$ cat src/core/pco_pkg.sv
// Contract
// - Enable rise starts at first point, run set
// - Enable written zero stops, resets, clears run
// - Origin rise loads bias, then origin done
// - Origin written zero clears origin done
// - Adjust rise adds adjustment, then adjust done
// - Adjust written zero clears adjust done
// - Position scaled to configured counts per revolution
// - Absolute mode keeps position after point
// - Incremental mode zeroes position after point
// - Single mode stops after last point
// - Cyclic mode wraps to first point
// - Polarity selects idle and active level
// - Output type selects pulse or level
// - Pulse width 1 to 10000 times 100us
// - Fire early by delay compensation time
// - Points hold attribute and target, zero default
package pco_pkg;
   // ======================================
   // Register indices, byte address is index times four
   localparam logic [13:0] IDX_CTRL = 14'h30B0;
   localparam logic [13:0] IDX_ADJ = 14'h30B1;
   localparam logic [13:0] IDX_STATE = 14'h30C0;
   localparam logic [13:0] IDX_TGT = 14'h30C1;
   localparam logic [13:0] IDX_CURPOS = 14'h30C2;
   localparam logic [13:0] IDX_PT_BASE = 14'h3100;
   localparam logic [13:0] IDX_RES = 14'h3200;
   localparam logic [13:0] IDX_PPR = 14'h3201;
   localparam logic [13:0] IDX_MODE = 14'h3202;
   localparam logic [13:0] IDX_POL = 14'h3203;
   localparam logic [13:0] IDX_OTYPE = 14'h3204;
   localparam logic [13:0] IDX_PWIDTH = 14'h3205;
   localparam logic [13:0] IDX_DELAY = 14'h3206;
   localparam logic [13:0] IDX_BIAS = 14'h3207;
   localparam logic [13:0] IDX_NPTS = 14'h3208;
   localparam logic [13:0] IDX_IRQST = 14'h3209;
   localparam logic [13:0] IDX_IRQMSK = 14'h320A;
   localparam logic [13:0] IDX_POSHI = 14'h320B;
   // ======================================
   // Field positions
   localparam int CTRL_EN = 0;
   localparam int CTRL_ORG = 1;
   localparam int CTRL_ADJ = 2;
   localparam int MODE_INC = 0;
   localparam int MODE_CYC = 1;
   localparam int IRQ_MATCH = 0;
   localparam int IRQ_END = 1;
   localparam int IRQ_ORG = 2;
   localparam int IRQ_ADJ = 3;
   // ======================================
   // Sizes and reset values
   localparam int NPOINTS = 20;
   localparam logic [4:0] NPTS_MAX = 5'h14;
   localparam logic [15:0] RES_RST = 16'h2710;
   localparam logic [15:0] PPR_RST = 16'h2710;
   localparam logic [15:0] PWIDTH_RST = 16'h0001;
   localparam logic [15:0] PWIDTH_MAX = 16'h2710;
   // ======================================
   // Timing
   localparam int CLK_MHZ = 100;
   localparam int TICK_US = 100;
   localparam int TICK_CYC = TICK_US * CLK_MHZ;
   // ======================================
   // Compare engine states
   typedef enum logic [2:0] {
      CS_OFF = 3'b001,
      CS_LOAD = 3'b010,
      CS_RUN = 3'b100
   } pco_cstate_type;
endpackage

$ cat src/core/pco_point_mem.sv
`timescale 1ns/1ps
module pco_point_mem import pco_pkg::*; (
   // Clock and reset
   input wire logic ref_clk,
   input wire logic srst,
   // Write side
   input wire logic we_attr,
   input wire logic we_tgt,
   input wire logic [4:0] waddr,
   input wire logic [31:0] wdata,
   // Read side, data one cycle after address
   input wire logic [4:0] raddr,
   output logic [2:0] rattr,
   output logic [31:0] rtgt
);
   logic [2:0] attr_mem [NPOINTS];
   logic [31:0] tgt_mem [NPOINTS];

   always_ff @(posedge ref_clk) begin
      if (srst) begin
         for (int i = 0; i < NPOINTS; i++) begin
            attr_mem[i] <= 3'h0;
            tgt_mem[i] <= 32'h0;
         end
      end else begin
         if (we_attr) begin
            attr_mem[waddr] <= wdata[2:0];
         end
         if (we_tgt) begin
            tgt_mem[waddr] <= wdata;
         end
      end
   end

   always_ff @(posedge ref_clk) begin
      if (srst) begin
         rattr <= 3'h0;
         rtgt <= 32'h0;
      end else begin
         rattr <= attr_mem[raddr];
         rtgt <= tgt_mem[raddr];
      end
   end
endmodule

$ cat src/core/pco_top.sv
`timescale 1ns/1ps
module pco_top import pco_pkg::*; #(
   parameter int unsigned TICK_CYCLES = TICK_CYC
) (
   // Clock and reset
   input wire logic ref_clk,
   input wire logic srst,
   // APB slave
   input wire logic psel,
   input wire logic penable,
   input wire logic pwrite,
   input wire logic [15:0] paddr,
   input wire logic [31:0] pwdata,
   output logic [31:0] prdata,
   output logic pready,
   output logic pslverr,
   // Encoder steps at native resolution
   input wire logic enc_step,
   input wire logic enc_dir,
   // Compare output and interrupt
   output logic compare_output_pin,
   output logic irq
);
   // ======================================
   // Decoding
   function automatic logic is_pt(input logic [13:0] a);
      return (a >= IDX_PT_BASE) && (a < IDX_PT_BASE + 14'(2 * NPOINTS));
   endfunction

   function automatic logic mapped(input logic [13:0] a);
      case (a)
         IDX_CTRL, IDX_ADJ, IDX_STATE, IDX_TGT, IDX_CURPOS,
         IDX_RES, IDX_PPR, IDX_MODE, IDX_POL, IDX_OTYPE, IDX_PWIDTH,
         IDX_DELAY, IDX_BIAS, IDX_NPTS, IDX_IRQST, IDX_IRQMSK,
         IDX_POSHI: mapped = 1'b1;
         default: mapped = is_pt(a);
      endcase
   endfunction

   logic [13:0] ridx;
   logic wr;
   logic [13:0] pt_off;
   logic wr_ctrl;
   logic [2:0] rise;
   logic [15:0] function_ctrl;
   logic [15:0] position_adjust_value;
   logic [15:0] position_resolution_setting;
   logic [15:0] enc_ppr;
   logic [15:0] compare_mode_setting;
   logic output_polarity_setting;
   logic output_type_setting;
   logic [15:0] pulse_width_setting;
   logic [15:0] delay_compensation_setting;
   logic [31:0] origin_bias_setting;
   logic [4:0] npts;
   logic [3:0] irq_st;
   logic [3:0] irq_mask;
   logic st_run;
   logic st_org;
   logic st_adj;
   logic [4:0] idx;
   logic signed [31:0] pos;
   logic [16:0] acc;
   logic [16:0] next_acc;
   logic scaled_step;
   pco_cstate_type cstate;
   logic [2:0] rattr;
   logic [31:0] rtgt;
   logic [31:0] rd_mux;
   logic [13:0] tick_cnt;
   logic tick;
   logic signed [15:0] win_cnt;
   logic signed [15:0] vel;
   logic signed [31:0] lead;
   logic signed [31:0] diff;
   logic prev_sgn;
   logic have_prev;
   logic hit;
   logic last;
   logic out_active;
   logic [15:0] pcnt;
   logic [13:0] psub;

   assign ridx = paddr[15:2];
   assign wr = psel && penable && pready && pwrite;
   assign pt_off = ridx - IDX_PT_BASE;
   assign wr_ctrl = wr && (ridx == IDX_CTRL);
   assign rise = pwdata[2:0] & ~function_ctrl[2:0] & {3{wr_ctrl}};
   assign last = (idx == npts - 5'h01);

   // ======================================
   // APB, one wait state so all answers come from flops
   always_ff @(posedge ref_clk) begin
      if (srst) begin
         pready <= 1'b0;
         prdata <= 32'h0;
         pslverr <= 1'b0;
      end else begin
         pready <= psel && penable && !pready;
         if (psel && penable && !pready) begin
            prdata <= pwrite ? 32'h0 : rd_mux;
            pslverr <= !mapped(ridx);
         end
      end
   end

   // Point table is write only; reads of it return zero
   always_comb begin
      case (ridx)
         IDX_CTRL: rd_mux = {16'h0, function_ctrl};
         IDX_ADJ: rd_mux = {16'h0, position_adjust_value};
         IDX_STATE: rd_mux = {29'h0, st_adj, st_org, st_run};
         IDX_TGT: rd_mux = {27'h0, idx};
         IDX_CURPOS: rd_mux = {16'h0, pos[15:0]};
         IDX_POSHI: rd_mux = {16'h0, pos[31:16]};
         IDX_RES: rd_mux = {16'h0, position_resolution_setting};
         IDX_PPR: rd_mux = {16'h0, enc_ppr};
         IDX_MODE: rd_mux = {16'h0, compare_mode_setting};
         IDX_POL: rd_mux = {31'h0, output_polarity_setting};
         IDX_OTYPE: rd_mux = {31'h0, output_type_setting};
         IDX_PWIDTH: rd_mux = {16'h0, pulse_width_setting};
         IDX_DELAY: rd_mux = {16'h0, delay_compensation_setting};
         IDX_BIAS: rd_mux = origin_bias_setting;
         IDX_NPTS: rd_mux = {27'h0, npts};
         IDX_IRQST: rd_mux = {28'h0, irq_st};
         IDX_IRQMSK: rd_mux = {28'h0, irq_mask};
         default: rd_mux = 32'h0;
      endcase
   end

   // ======================================
   // Configuration registers
   always_ff @(posedge ref_clk) begin
      if (srst) begin
         function_ctrl <= 16'h0;
         position_adjust_value <= 16'h0;
         position_resolution_setting <= RES_RST;
         enc_ppr <= PPR_RST;
         compare_mode_setting <= 16'h0;
         output_polarity_setting <= 1'b0;
         output_type_setting <= 1'b0;
         pulse_width_setting <= PWIDTH_RST;
         delay_compensation_setting <= 16'h0;
         origin_bias_setting <= 32'h0;
         npts <= NPTS_MAX;
         irq_mask <= 4'h0;
      end else if (wr) begin
         case (ridx)
            IDX_CTRL: function_ctrl <= pwdata[15:0];
            IDX_ADJ: position_adjust_value <= pwdata[15:0];
            IDX_RES: position_resolution_setting <= pwdata[15:0];
            IDX_PPR: enc_ppr <= pwdata[15:0];
            IDX_MODE: compare_mode_setting <= pwdata[15:0];
            IDX_POL: output_polarity_setting <= pwdata[0];
            IDX_OTYPE: output_type_setting <= pwdata[0];
            IDX_PWIDTH: begin
               if (pwdata[15:0] != 16'h0 && pwdata[15:0] <= PWIDTH_MAX) begin
                  pulse_width_setting <= pwdata[15:0];
               end
            end
            IDX_DELAY: delay_compensation_setting <= pwdata[15:0];
            IDX_BIAS: origin_bias_setting <= pwdata;
            IDX_NPTS: begin
               if (pwdata[4:0] != 5'h0 && pwdata[4:0] <= NPTS_MAX) begin
                  npts <= pwdata[4:0];
               end
            end
            IDX_IRQMSK: irq_mask <= pwdata[3:0];
            default: ;
         endcase
      end
   end

   // ======================================
   // Point table
   pco_point_mem u_mem (
      .ref_clk(ref_clk),
      .srst(srst),
      .we_attr(wr && is_pt(ridx) && !pt_off[0]),
      .we_tgt(wr && is_pt(ridx) && pt_off[0]),
      .waddr(pt_off[5:1]),
      .wdata(pwdata),
      .raddr(idx),
      .rattr(rattr),
      .rtgt(rtgt)
   );

   // ======================================
   // Scaling; assumes resolution not above encoder counts
   // scale to resolution
   always_comb begin
      next_acc = acc + {1'b0, position_resolution_setting};
      scaled_step = enc_step && (next_acc >= {1'b0, enc_ppr});
   end

   always_ff @(posedge ref_clk) begin
      if (srst) begin
         acc <= 17'h0;
      end else if (enc_step) begin
         acc <= scaled_step ? next_acc - {1'b0, enc_ppr} : next_acc;
      end
   end

   // Origin beats adjust beats incremental zeroing beats steps
   always_ff @(posedge ref_clk) begin
      if (srst) begin
         pos <= 32'sh0;
      end else if (rise[CTRL_ORG]) begin
         pos <= origin_bias_setting;
      end else if (rise[CTRL_ADJ]) begin
         pos <= pos + {{16{position_adjust_value[15]}}, position_adjust_value};
      end else if (hit && compare_mode_setting[MODE_INC]) begin
         pos <= 32'sh0;
      end else if (scaled_step) begin
         pos <= enc_dir ? pos - 32'sh1 : pos + 32'sh1;
      end
   end

   // ======================================
   // Velocity per 100us window feeds the early-fire lead
   assign tick = (tick_cnt == 14'(TICK_CYCLES - 1));

   always_ff @(posedge ref_clk) begin
      if (srst) begin
         tick_cnt <= 14'h0;
         win_cnt <= 16'sh0;
         vel <= 16'sh0;
      end else begin
         tick_cnt <= tick ? 14'h0 : tick_cnt + 14'h1;
         if (tick) begin
            vel <= win_cnt;
            win_cnt <= 16'sh0;
         end else if (scaled_step) begin
            win_cnt <= enc_dir ? win_cnt - 16'sh1 : win_cnt + 16'sh1;
         end
      end
   end

   always_comb begin
      lead = 32'(vel * $signed({1'b0, delay_compensation_setting}));
      diff = $signed(rtgt) - (pos + lead);
      hit = (cstate == CS_RUN) && ((diff == 32'sh0) || (have_prev && diff[31] != prev_sgn));
   end

   // ======================================
   // Compare sequencing
   always_ff @(posedge ref_clk) begin
      if (srst) begin
         cstate <= CS_OFF;
         idx <= 5'h0;
         st_run <= 1'b0;
         have_prev <= 1'b0;
         prev_sgn <= 1'b0;
      end else if (wr_ctrl && !pwdata[CTRL_EN]) begin
         cstate <= CS_OFF;
         idx <= 5'h0;
         st_run <= 1'b0;
         have_prev <= 1'b0;
      end else begin
         case (cstate)
            CS_OFF: begin
               if (rise[CTRL_EN]) begin
                  idx <= 5'h0;
                  st_run <= 1'b1;
                  cstate <= CS_LOAD;
               end
            end
            CS_LOAD: begin
               have_prev <= 1'b0;
               cstate <= CS_RUN;
            end
            CS_RUN: begin
               prev_sgn <= diff[31];
               have_prev <= 1'b1;
               if (hit) begin
                  cstate <= CS_LOAD;
                  if (!last) begin
                     idx <= idx + 5'h1;
                  end else if (compare_mode_setting[MODE_CYC]) begin
                     idx <= 5'h0;
                  end else begin
                     cstate <= CS_OFF;
                     st_run <= 1'b0;
                  end
               end
            end
            default: begin
               cstate <= CS_OFF;
               st_run <= 1'b0;
            end
         endcase
      end
   end

   // ======================================
   // Done flags
   always_ff @(posedge ref_clk) begin
      if (srst) begin
         st_org <= 1'b0;
         st_adj <= 1'b0;
      end else if (wr_ctrl) begin
         if (rise[CTRL_ORG]) begin
            st_org <= 1'b1;
         end else if (!pwdata[CTRL_ORG]) begin
            st_org <= 1'b0;
         end
         if (rise[CTRL_ADJ]) begin
            st_adj <= 1'b1;
         end else if (!pwdata[CTRL_ADJ]) begin
            st_adj <= 1'b0;
         end
      end
   end

   // ======================================
   // Output driver; pulse times from its own counter so width is exact
   always_ff @(posedge ref_clk) begin
      if (srst) begin
         out_active <= 1'b0;
         pcnt <= 16'h0;
         psub <= 14'h0;
      end else if (wr_ctrl && !pwdata[CTRL_EN]) begin
         out_active <= 1'b0;
         pcnt <= 16'h0;
      end else if (hit && rattr != 3'h0) begin
         if (!output_type_setting) begin
            out_active <= 1'b1;
            pcnt <= pulse_width_setting;
            psub <= 14'h0;
         end else begin
            out_active <= rattr[0];
         end
      end else if (pcnt != 16'h0) begin
         if (psub == 14'(TICK_CYCLES - 1)) begin
            psub <= 14'h0;
            pcnt <= pcnt - 16'h1;
            if (pcnt == 16'h1) begin
               out_active <= 1'b0;
            end
         end else begin
            psub <= psub + 14'h1;
         end
      end
   end

   always_ff @(posedge ref_clk) begin
      if (srst) begin
         compare_output_pin <= 1'b0;
      end else begin
         compare_output_pin <= out_active ^ output_polarity_setting;
      end
   end

   // ======================================
   // Interrupts; a new event wins over the clearing write
   always_ff @(posedge ref_clk) begin
      if (srst) begin
         irq_st <= 4'h0;
         irq <= 1'b0;
      end else begin
         irq_st <= (irq_st & ~((wr && ridx == IDX_IRQST) ? pwdata[3:0] : 4'h0))
                   | {rise[CTRL_ADJ], rise[CTRL_ORG], hit && last, hit};
         irq <= |(irq_st & irq_mask);
      end
   end

   // ======================================
   // Checks
   property p_start;
      @(posedge ref_clk) disable iff (srst)
      rise[CTRL_EN] && cstate == CS_OFF |=> st_run && idx == 5'h0 ##1 cstate == CS_RUN;
   endproperty
   a_start: assert property (p_start) else $error("enable did not start");

   property p_stop;
      @(posedge ref_clk) disable iff (srst)
      wr_ctrl && !pwdata[CTRL_EN] |=> !st_run && cstate == CS_OFF && idx == 5'h0;
   endproperty
   a_stop: assert property (p_stop) else $error("disable did not stop");

   property p_org;
      @(posedge ref_clk) disable iff (srst)
      rise[CTRL_ORG] |=> pos == $past(origin_bias_setting) && st_org;
   endproperty
   a_org: assert property (p_org) else $error("origin load failed");

   property p_orgclr;
      @(posedge ref_clk) disable iff (srst)
      wr_ctrl && !pwdata[CTRL_ORG] |=> !st_org;
   endproperty
   a_orgclr: assert property (p_orgclr) else $error("origin done not cleared");

   property p_adj;
      @(posedge ref_clk) disable iff (srst)
      rise[CTRL_ADJ] && !rise[CTRL_ORG] |=>
         pos == $past(pos) + {{16{$past(position_adjust_value[15])}}, $past(position_adjust_value)} && st_adj;
   endproperty
   a_adj: assert property (p_adj) else $error("adjust failed");

   property p_inc;
      @(posedge ref_clk) disable iff (srst)
      hit && compare_mode_setting[MODE_INC] && rise[2:1] == 2'b00 |=> pos == 32'sh0;
   endproperty
   a_inc: assert property (p_inc) else $error("incremental not zeroed");

   property p_single;
      @(posedge ref_clk) disable iff (srst)
      hit && last && !compare_mode_setting[MODE_CYC] && !wr_ctrl |=> !st_run ##2 cstate == CS_OFF;
   endproperty
   a_single: assert property (p_single) else $error("single mode kept running");

   property p_cyc;
      @(posedge ref_clk) disable iff (srst)
      hit && last && compare_mode_setting[MODE_CYC] && !wr_ctrl |=> st_run && idx == 5'h0;
   endproperty
   a_cyc: assert property (p_cyc) else $error("cyclic did not wrap");

   property p_level;
      @(posedge ref_clk) disable iff (srst)
      hit && output_type_setting && rattr != 3'h0 && !wr_ctrl |=>
         ##1 compare_output_pin == ($past(rattr[0], 2) ^ output_polarity_setting);
   endproperty
   a_level: assert property (p_level) else $error("level output wrong");

   c_hit: cover property (@(posedge ref_clk) disable iff (srst) hit);
   c_wrap: cover property (@(posedge ref_clk) disable iff (srst) hit && last && compare_mode_setting[MODE_CYC]);
   c_pulse: cover property (@(posedge ref_clk) disable iff (srst) out_active && pcnt == 16'h1);
endmodule

$ cat config.mk
export PLATFORM = sky130hd
export DESIGN_NAME = pco_top
export DESIGN_NICKNAME = d
export VERILOG_FILES = /design/src/core/pco_pkg.sv /design/src/core/pco_point_mem.sv /design/src/core/pco_top.sv
export SDC_FILE = /design/constraint.sdc
export NUM_CORES = 2
export LEC_CHECK = 0
export BUFFER_PORTS_ARGS = -buffer_cell sky130_fd_sc_hd__buf_2
export CORE_ASPECT_RATIO = 1.25
export CORE_MARGIN = 5
export CORE_UTILIZATION = 35
export DETAILED_ROUTE_END_ITERATION = 7
export PLACE_DENSITY_LB_ADDON = 0.3
export SYNTH_ARGS = -nofsm -noshare
export SYNTH_HDL_FRONTEND = slang
export SYNTH_SLANG_ARGS = --single-unit
$ cat constraint.sdc
create_clock -name ref_clk -period 15.2 [get_ports ref_clk]
set_clock_uncertainty 0.2 [all_clocks]
set_input_delay 0 -clock ref_clk [delete_from_list [all_inputs] [get_ports ref_clk]]
set_output_delay 0 -clock ref_clk [all_outputs]
set_load 0.005 [all_outputs]
# ---- Yosys cells after proc, flatten, opt, wreduce, memory -nomap -nowiden
# Memories as Yosys holds them, arrays and structs flattened. A register that Yosys moved wholly into a read port is not among the register bits.
# Cells that the tools add are included.
# W data, S select, Z words.
dict set report word_totals {
  elab_cells 221
  regBits 334
  out_inout_bits 36
  mem_count 2
  inputBits 55
  ram_bits 700
}
# name depth width read_ports rd_ports_with_merged_regs wr line
set memory_table {}
lappend memory_table {u_mem.tgt_mem 20 32 1 1 20 pco_point_mem.sv:17} ;# logic [31:0] tgt_mem [NPOINTS];
lappend memory_table {u_mem.attr_mem 20 3 1 1 20 pco_point_mem.sv:16} ;# logic [2:0] attr_mem [NPOINTS];
dict set report classes {
  n_lt_le_gt_ge 5
  add_sub_neg 15
  n_mux 60
  bitwise_logic 10
  eq_ne 33
  n_mul 1
  reduce_logical 62
}
# cell n
set op_table {}
lappend op_table {{$pmux W32 S17} 1}
lappend op_table {{$eq A14 B14 Y1 const B} 19}
lappend op_table {{$mux W32} 7}
lappend op_table {{$mux W16} 5}
lappend op_table {{$add A32 B32 Y32} 2}
lappend op_table {{$mux W14} 4}
lappend op_table {{$add A32 B2 Y32 const B} 1}
lappend op_table {{$logic_not A32 Y1} 1}
lappend op_table {{$mul A16 B17 Y32} 1}
lappend op_table {{$reduce_bool A16 Y1} 2}
lappend op_table {{$reduce_or A32 Y1} 1}
lappend op_table {{$sub A32 B2 Y32 const B} 1}
lappend op_table {{$sub A32 B32 Y32} 1}
lappend op_table {{$mux W5} 6}
lappend op_table {{$add A14 B1 Y14 const B} 2}
lappend op_table {{$reduce_and A2 Y1} 14}
lappend op_table {{$mux W1} 26}
lappend op_table {{$logic_and A1 B1 Y1} 19}
lappend op_table {{$add A17 B16 Y17} 1}
lappend op_table {{$ge A17 B16 Y1} 1}
lappend op_table {{$mux W17} 1}
lappend op_table {{$reduce_or A17 Y1} 1}
lappend op_table {{$sub A17 B16 Y17} 1}
lappend op_table {{$add A16 B2 Y16 const B} 1}
lappend op_table {{44 further kinds} 67}

# ---- Longest topological paths before layout
dict set report logic_depth {
  ltp_word 11
  ltp_mapped 32
  depth_no_buf 26
}

# ---- Hierarchy
# Synthesis repeated with hierarchy kept, for this count alone.
dict set report hier_totals {
  hier_cells 6608
  area_unflattened_um2 79707.7
}
# mod cells_each n_inst seq_area_each_um2 area_per_inst_um2
set by_module_without_submodules {}
lappend by_module_without_submodules {pco_point_mem 2802 1 34332.9 49254.7}
lappend by_module_without_submodules {pco_top 3806 1 6686.4 30453.0}

# ---- Least setup slack after synthesis
# Ideal clock, no wire load.
dict set report synth_path {
  path_type {reg-to-reg}
  startpoint {reg delay_compensation_setting[9]}
  endpoint {reg idx[2]}
  path_buffers 4
  t_required_ns 14.930
  t_arrival_ns 7.895
  setup_time_ns 0.070
  stages_incl_launch_ff 29
  synth_period_minus_slack_ns 8.165
  slack_ns 7.035
  cell_sequence {dfxtp_1 clkbuf_1 clkbuf_1 nand2_1 fa_1 fa_1 inv_1 fa_1 inv_1 fa_1 fa_1 inv_1 fa_1 inv_1 ha_1 a21oi_1 o21a_1 or4b_1 and3b_1 nor3_1 o2111ai_1 or4_1 or4_1 buf_6 a2111oi_4 o211ai_2 buf_6 or4_1 a21oi_1}
}
dict set report synth_between {
  elab_chain_cells 9
  word_cells_on_any_way 10
  cone_classes {2 x add/sub; 1 x mul; 2 x eq/ne; 5 x reduce/logical}
}
# element line
set synth_rtl {}
lappend synth_rtl {{start, declared} pco_top.sv:53} ;# logic [15:0] delay_compensation_setting;
lappend synth_rtl {{start signal, assigned} pco_top.sv:161} ;# IDX_DELAY: delay_compensation_setting <= pwdata[15:0];
lappend synth_rtl {{$mul A16 B17 Y32 *} pco_top.sv:240} ;# lead = 32'(vel * $signed({1'b0, delay_compensation_setting}));
lappend synth_rtl {{$add A32 B32 Y32 *} pco_top.sv:241} ;# diff = $signed(rtgt) - (pos + lead);
lappend synth_rtl {{$sub A32 B32 Y32 *} pco_top.sv:241}
lappend synth_rtl {{branches (longest 2 deep; another with $logic_not A32 Y1)} -}
lappend synth_rtl {{$logic_or A1 B1 Y1 *} pco_top.sv:242} ;# hit = (cstate == CS_RUN) && ((diff == 32'sh0) || (have_prev && diff[31] != prev_sgn));
lappend synth_rtl {{$logic_and A1 B1 Y1 *} pco_top.sv:242}
lappend synth_rtl {{$ne A2 B2 Y1 (no source line) *} -}
lappend synth_rtl {{$reduce_and A4 Y1 (no source line) *} -}
lappend synth_rtl {{end signal, assigned} pco_top.sv:278} ;# idx <= idx + 5'h1;
lappend synth_rtl {{end, declared} pco_top.sv:61} ;# logic [4:0] idx;
# Mark *: on every way between the ends.
# A chain may end at the register's enable or synchronous reset.

# ---- Worst setup path in the final report
dict set report layout_path {
  startpoint {reg delay_compensation_setting[9]}
  endpoint {reg pos[15]}
}
dict set report layout_between {
  elab_chain_cells 11
  word_cells_on_any_way 13
  cone_classes {2 x add/sub; 1 x mul; 1 x eq/ne; 3 x mux; 6 x reduce/logical}
}
# element line
set layout_rtl {}
lappend layout_rtl {{$mul A16 B17 Y32 *} pco_top.sv:240}
lappend layout_rtl {{$add A32 B32 Y32 *} pco_top.sv:241}
lappend layout_rtl {{$sub A32 B32 Y32 *} pco_top.sv:241}
lappend layout_rtl {{branches (longest 2 deep; another with $logic_not A32 Y1)} -}
lappend layout_rtl {{$logic_or A1 B1 Y1 *} pco_top.sv:242}
lappend layout_rtl {{$logic_and A1 B1 Y1 *} pco_top.sv:242}
lappend layout_rtl {{$logic_and A1 B1 Y1 *} pco_top.sv:212} ;# end else if (hit && compare_mode_setting[MODE_INC]) begin
lappend layout_rtl {{$mux W32} pco_top.sv:212}
lappend layout_rtl {{$mux W32} pco_top.sv:210} ;# end else if (rise[CTRL_ADJ]) begin
lappend layout_rtl {{$mux W32} pco_top.sv:208} ;# end else if (rise[CTRL_ORG]) begin
lappend layout_rtl {{end signal, assigned} pco_top.sv:209} ;# pos <= origin_bias_setting;
lappend layout_rtl {{end signal, assigned} pco_top.sv:211} ;# pos <= pos + {{16{position_adjust_value[15]}}, position_adjust_value};
lappend layout_rtl {{end signal, assigned} pco_top.sv:215} ;# pos <= enc_dir ? pos - 32'sh1 : pos + 32'sh1;
lappend layout_rtl {{end, declared} pco_top.sv:62} ;# logic signed [31:0] pos;
# Marked as above.

==> metrics.md <==
| Metric | Value |
|---|---|
| Synth unique cells | `104` |
| Num rows | `195` |
| Final Cycle Share | `66.70%` |
| All-Layer GR Usage | `19.57%` |
| Max-cap violations | `0` |
| RSZ-0062 raised after global routing | `false` |
| Clock-pin slew on the worst setup and hold paths | `60 ps` |
| Pre-antenna DRT Iters | `6` |
| Final setup TNS | `0 ps` |
| Post-cts resize count | `0` |
| Peak supply drop | `0.1085 mV` |
| Area growth, synth to finish | `14.20%` |
| RR Startpoint | `delay_compensation_setting[9]` |
| CP Capture Type | `flop` |
| Pleak | `33.32 nW` |
| Relative slew slack | `17.85%` |
| Die Width | `435.1 um` |
| Most Frequent Cell on Critical Path | `fa_1` |
| Num CTS Buffers | `160` |
| Register area share after synthesis | `51.88%` |
| Initial Util | `35.07%` |
| Via density per instance | `5.272` |
| Worst Setup Start Kind | `flop` |
| Ranking of synthesized cells by area | `edfxtp_1 43%, mux4_2 10%, dfxtp_1 9.3%` |
| Final ANT Viol Nets | `0` |
| Worst slew pin tran | `1225 ps` |
| H-tree depth | `4` |
| Antenna violations before repair | `12` |
| #FFs+latches synth | `1489` |
| GP Congestion | `0.9178` |
| Most common cell after layout, fill and taps aside | `edfxtp_1` |
| Filler cell count | `21360` |
| Post-synth EDFFs | `1120` |
| Later-pin clock latency in the skew report | `830 ps` |
| Cell Area, Synth | `79070 um^2` |
| Count of final setup violators | `0` |
| CTS root buffer | `clkbuf_16` |
| Crit path from | `delay_compensation_setting[9]` |
| Synth warnings | `0` |
| Slowest stage cell, crit path | `dfxtp_1` |
| Post-synth top area share | `42.53%` |
| Via Count | `52500` |
| Max frequency | `98.64 MHz` |
| First-pass GRT wire length | `347700 um` |
| Non-Filler Instances | `9958` |
| Final count of pins violating max slew | `0` |
| Sum of net half-perimeters after detailed placement | `154300 um` |
| Port bufs | `88` |
| Fraction of layout cells with a size suffix above 1 | `12.83%` |
| Worst EP required | `15650 ps` |
| Hold path startpoint | `srst` |
| Fin. Hold Viols | `0` |
| Placed insts | `9586` |
| Largest net degree at the start of global routing | `96` |
| Post-layout min period | `10140 ps` |
| CTS tree | `built` |
| Setup CP Type | `flop to flop` |
| Arrival time worst endpoint | `10590 ps` |
| Run status | `finished, final reports clean` |
| Worst Path Buf+Inv | `5` |
| Synth async-reset ratio | `0%` |
| Remaining DRCs | `0` |
| Hold Crit Class | `primary input to flop` |
| Post-synthesis cell count | `6434` |
| Most frequent cells in the layout | `1120 x edfxtp_1, 753 x and2_1, 632 x nand2_1, 420 x conb_1, 409 x inv_1` |
| Chip height | `541.4 um` |
| Worst path max stage delay | `980 ps` |
| Total die area | `235600 um^2` |
| CTS sink count | `1489` |
| CP max FO | `18` |
| Initial detailed-routing violation count | `4589` |
| Routed WL | `233700 um` |
| Critical path's top delay family | `adder cells` |
| Total gr overflow | `0` |
| Max Root-Sink Buffers | `3` |
| Ports | `91` |
| Mean post-synth cell area | `12.29 um^2` |
| DR WL/cell | `23.47 um` |
| # nets final | `7418` |
| Vias in the first global route | `53720` |
| PwrDens | `122.0 nW/um^2` |
| Most used DFF post-synth | `edfxtp_1` |
| Yosys top cell by area | `edfxtp_1` |
| Core box area | `225400 um^2` |
-- worst min-delay path: stages --
cell and delay, ps:
dlygate4sd3_1 560, buf_8 240, nor2_1 170
-- cells in the mapped netlist (12+ instances only) --
cell	instances
edfxtp_1	1120
and2_1	753
nand2_1	633
inv_1	409
clkbuf_1	389
dfxtp_1	369
nor2_1	368
mux4_2	350
a21oi_1	290
fa_1	262
ha_1	231
o21ai_0	134
xnor2_1	98
a22oi_1	90
nor3_1	79
nand3_1	75
mux2i_1	69
nand4_1	45
nor2b_1	42
xor2_1	40
a21o_1	35
buf_1	33
a211oi_1	30
and3_1	29
a221oi_1	28
a22o_1	26
a31oi_1	26
a311oi_1	25
nand2b_1	24
nor4_1	22
o211ai_1	20
o21a_1	20
o21bai_1	16
or3_1	14
or2_2	13
or4_1	13
o22ai_1	12
-- sequential cells by signal, indices dropped and copies added, names as in the netlist, 16 cells and up --
signal,cells
pulse_width_setting,16
delay_compensation_setting,16
compare_mode_setting,16
function_ctrl,16
win_cnt,16
enc_ppr,16
u_mem.attr_mem,96
pcnt,16
prdata,32
position_adjust_value,16
u_mem.tgt_mem,1024
pos,32
origin_bias_setting,32
position_resolution_setting,16
u_mem.rtgt,32
acc,17
vel,16
-- per-stage QoR --
stage	hold slack [ps]	setup WS (ps)	total power, mW	instance area (um^2)	util (%)
after detailed placement	198.8	5208	7.181	84370	37.42
after CTS	7.303	5177	11.09	90290	40.05
after floorplan	-101.1	7035	6.476	80640	-
final	48.83	5062	11.02	90300	40.05
after global routing	51.81	4566	11.52	90290	40.05
after global placement	196.5	5239	7.150	84370	37.42
-- worst paths after layout --
path / endpoint / slack, ps / depth (start not counted)
min: u_mem.rattr[0] / 50 / 3
min reg2reg: tick_cnt[0] / 240 / 1
max: pos[15] / 5060 / 25
max reg2reg: pos[15] / 5060 / 25
-- power by group --
group          switching, mW  leakage (nW)  internal [mW]
logic                   1.49          16.4          0.927
registers              0.148          14.4           4.58
clock network           1.67          2.51           2.19
total                   3.32          33.3           7.70
-- kinds of logic after synthesis --
kind of cell,share of synthesized area (%)
other cells,0.004743
simple gates,13.79
buf+inv,4.141
compound gates,7.459
xor+xnor,1.529
mux,10.91
flops,51.88
fa+ha+maj,10.29
-- per-layer routing --
metal	track usage (%)	up-vias	wire length (um)
li1	-	23520	-
met1	23.62	26620	89640
met2	34.48	1806	117500
met3	3.159	541	14620
met4	8.823	12	11910
met5	0	-	71
-- cell type report --
class | instances | area (um^2) | area share, %
Multi-Input combinational cell | 4516 | 36660 | 40.60
Tap cell | 2955 | 3697 | 4.095
Clock buffer | 221 | 4397 | 4.869
Inverter | 410 | 1541 | 1.707
Antenna cell | 3 | 7.507 | 0.008314
Clock inverter | 71 | 749.5 | 0.8300
Sequential cell | 1489 | 41040 | 45.45
Timing Repair Buffer | 293 | 2207 | 2.444
-- timing repair --
| item | in CTS | in global routing |
|---|---|---|
| setup buffers | 0 | 0 |
| hold buffers | 77 | 0 |
| endpoints found under the hold margin | 1423 | 0 |
(Power assumes the default switching activity.)
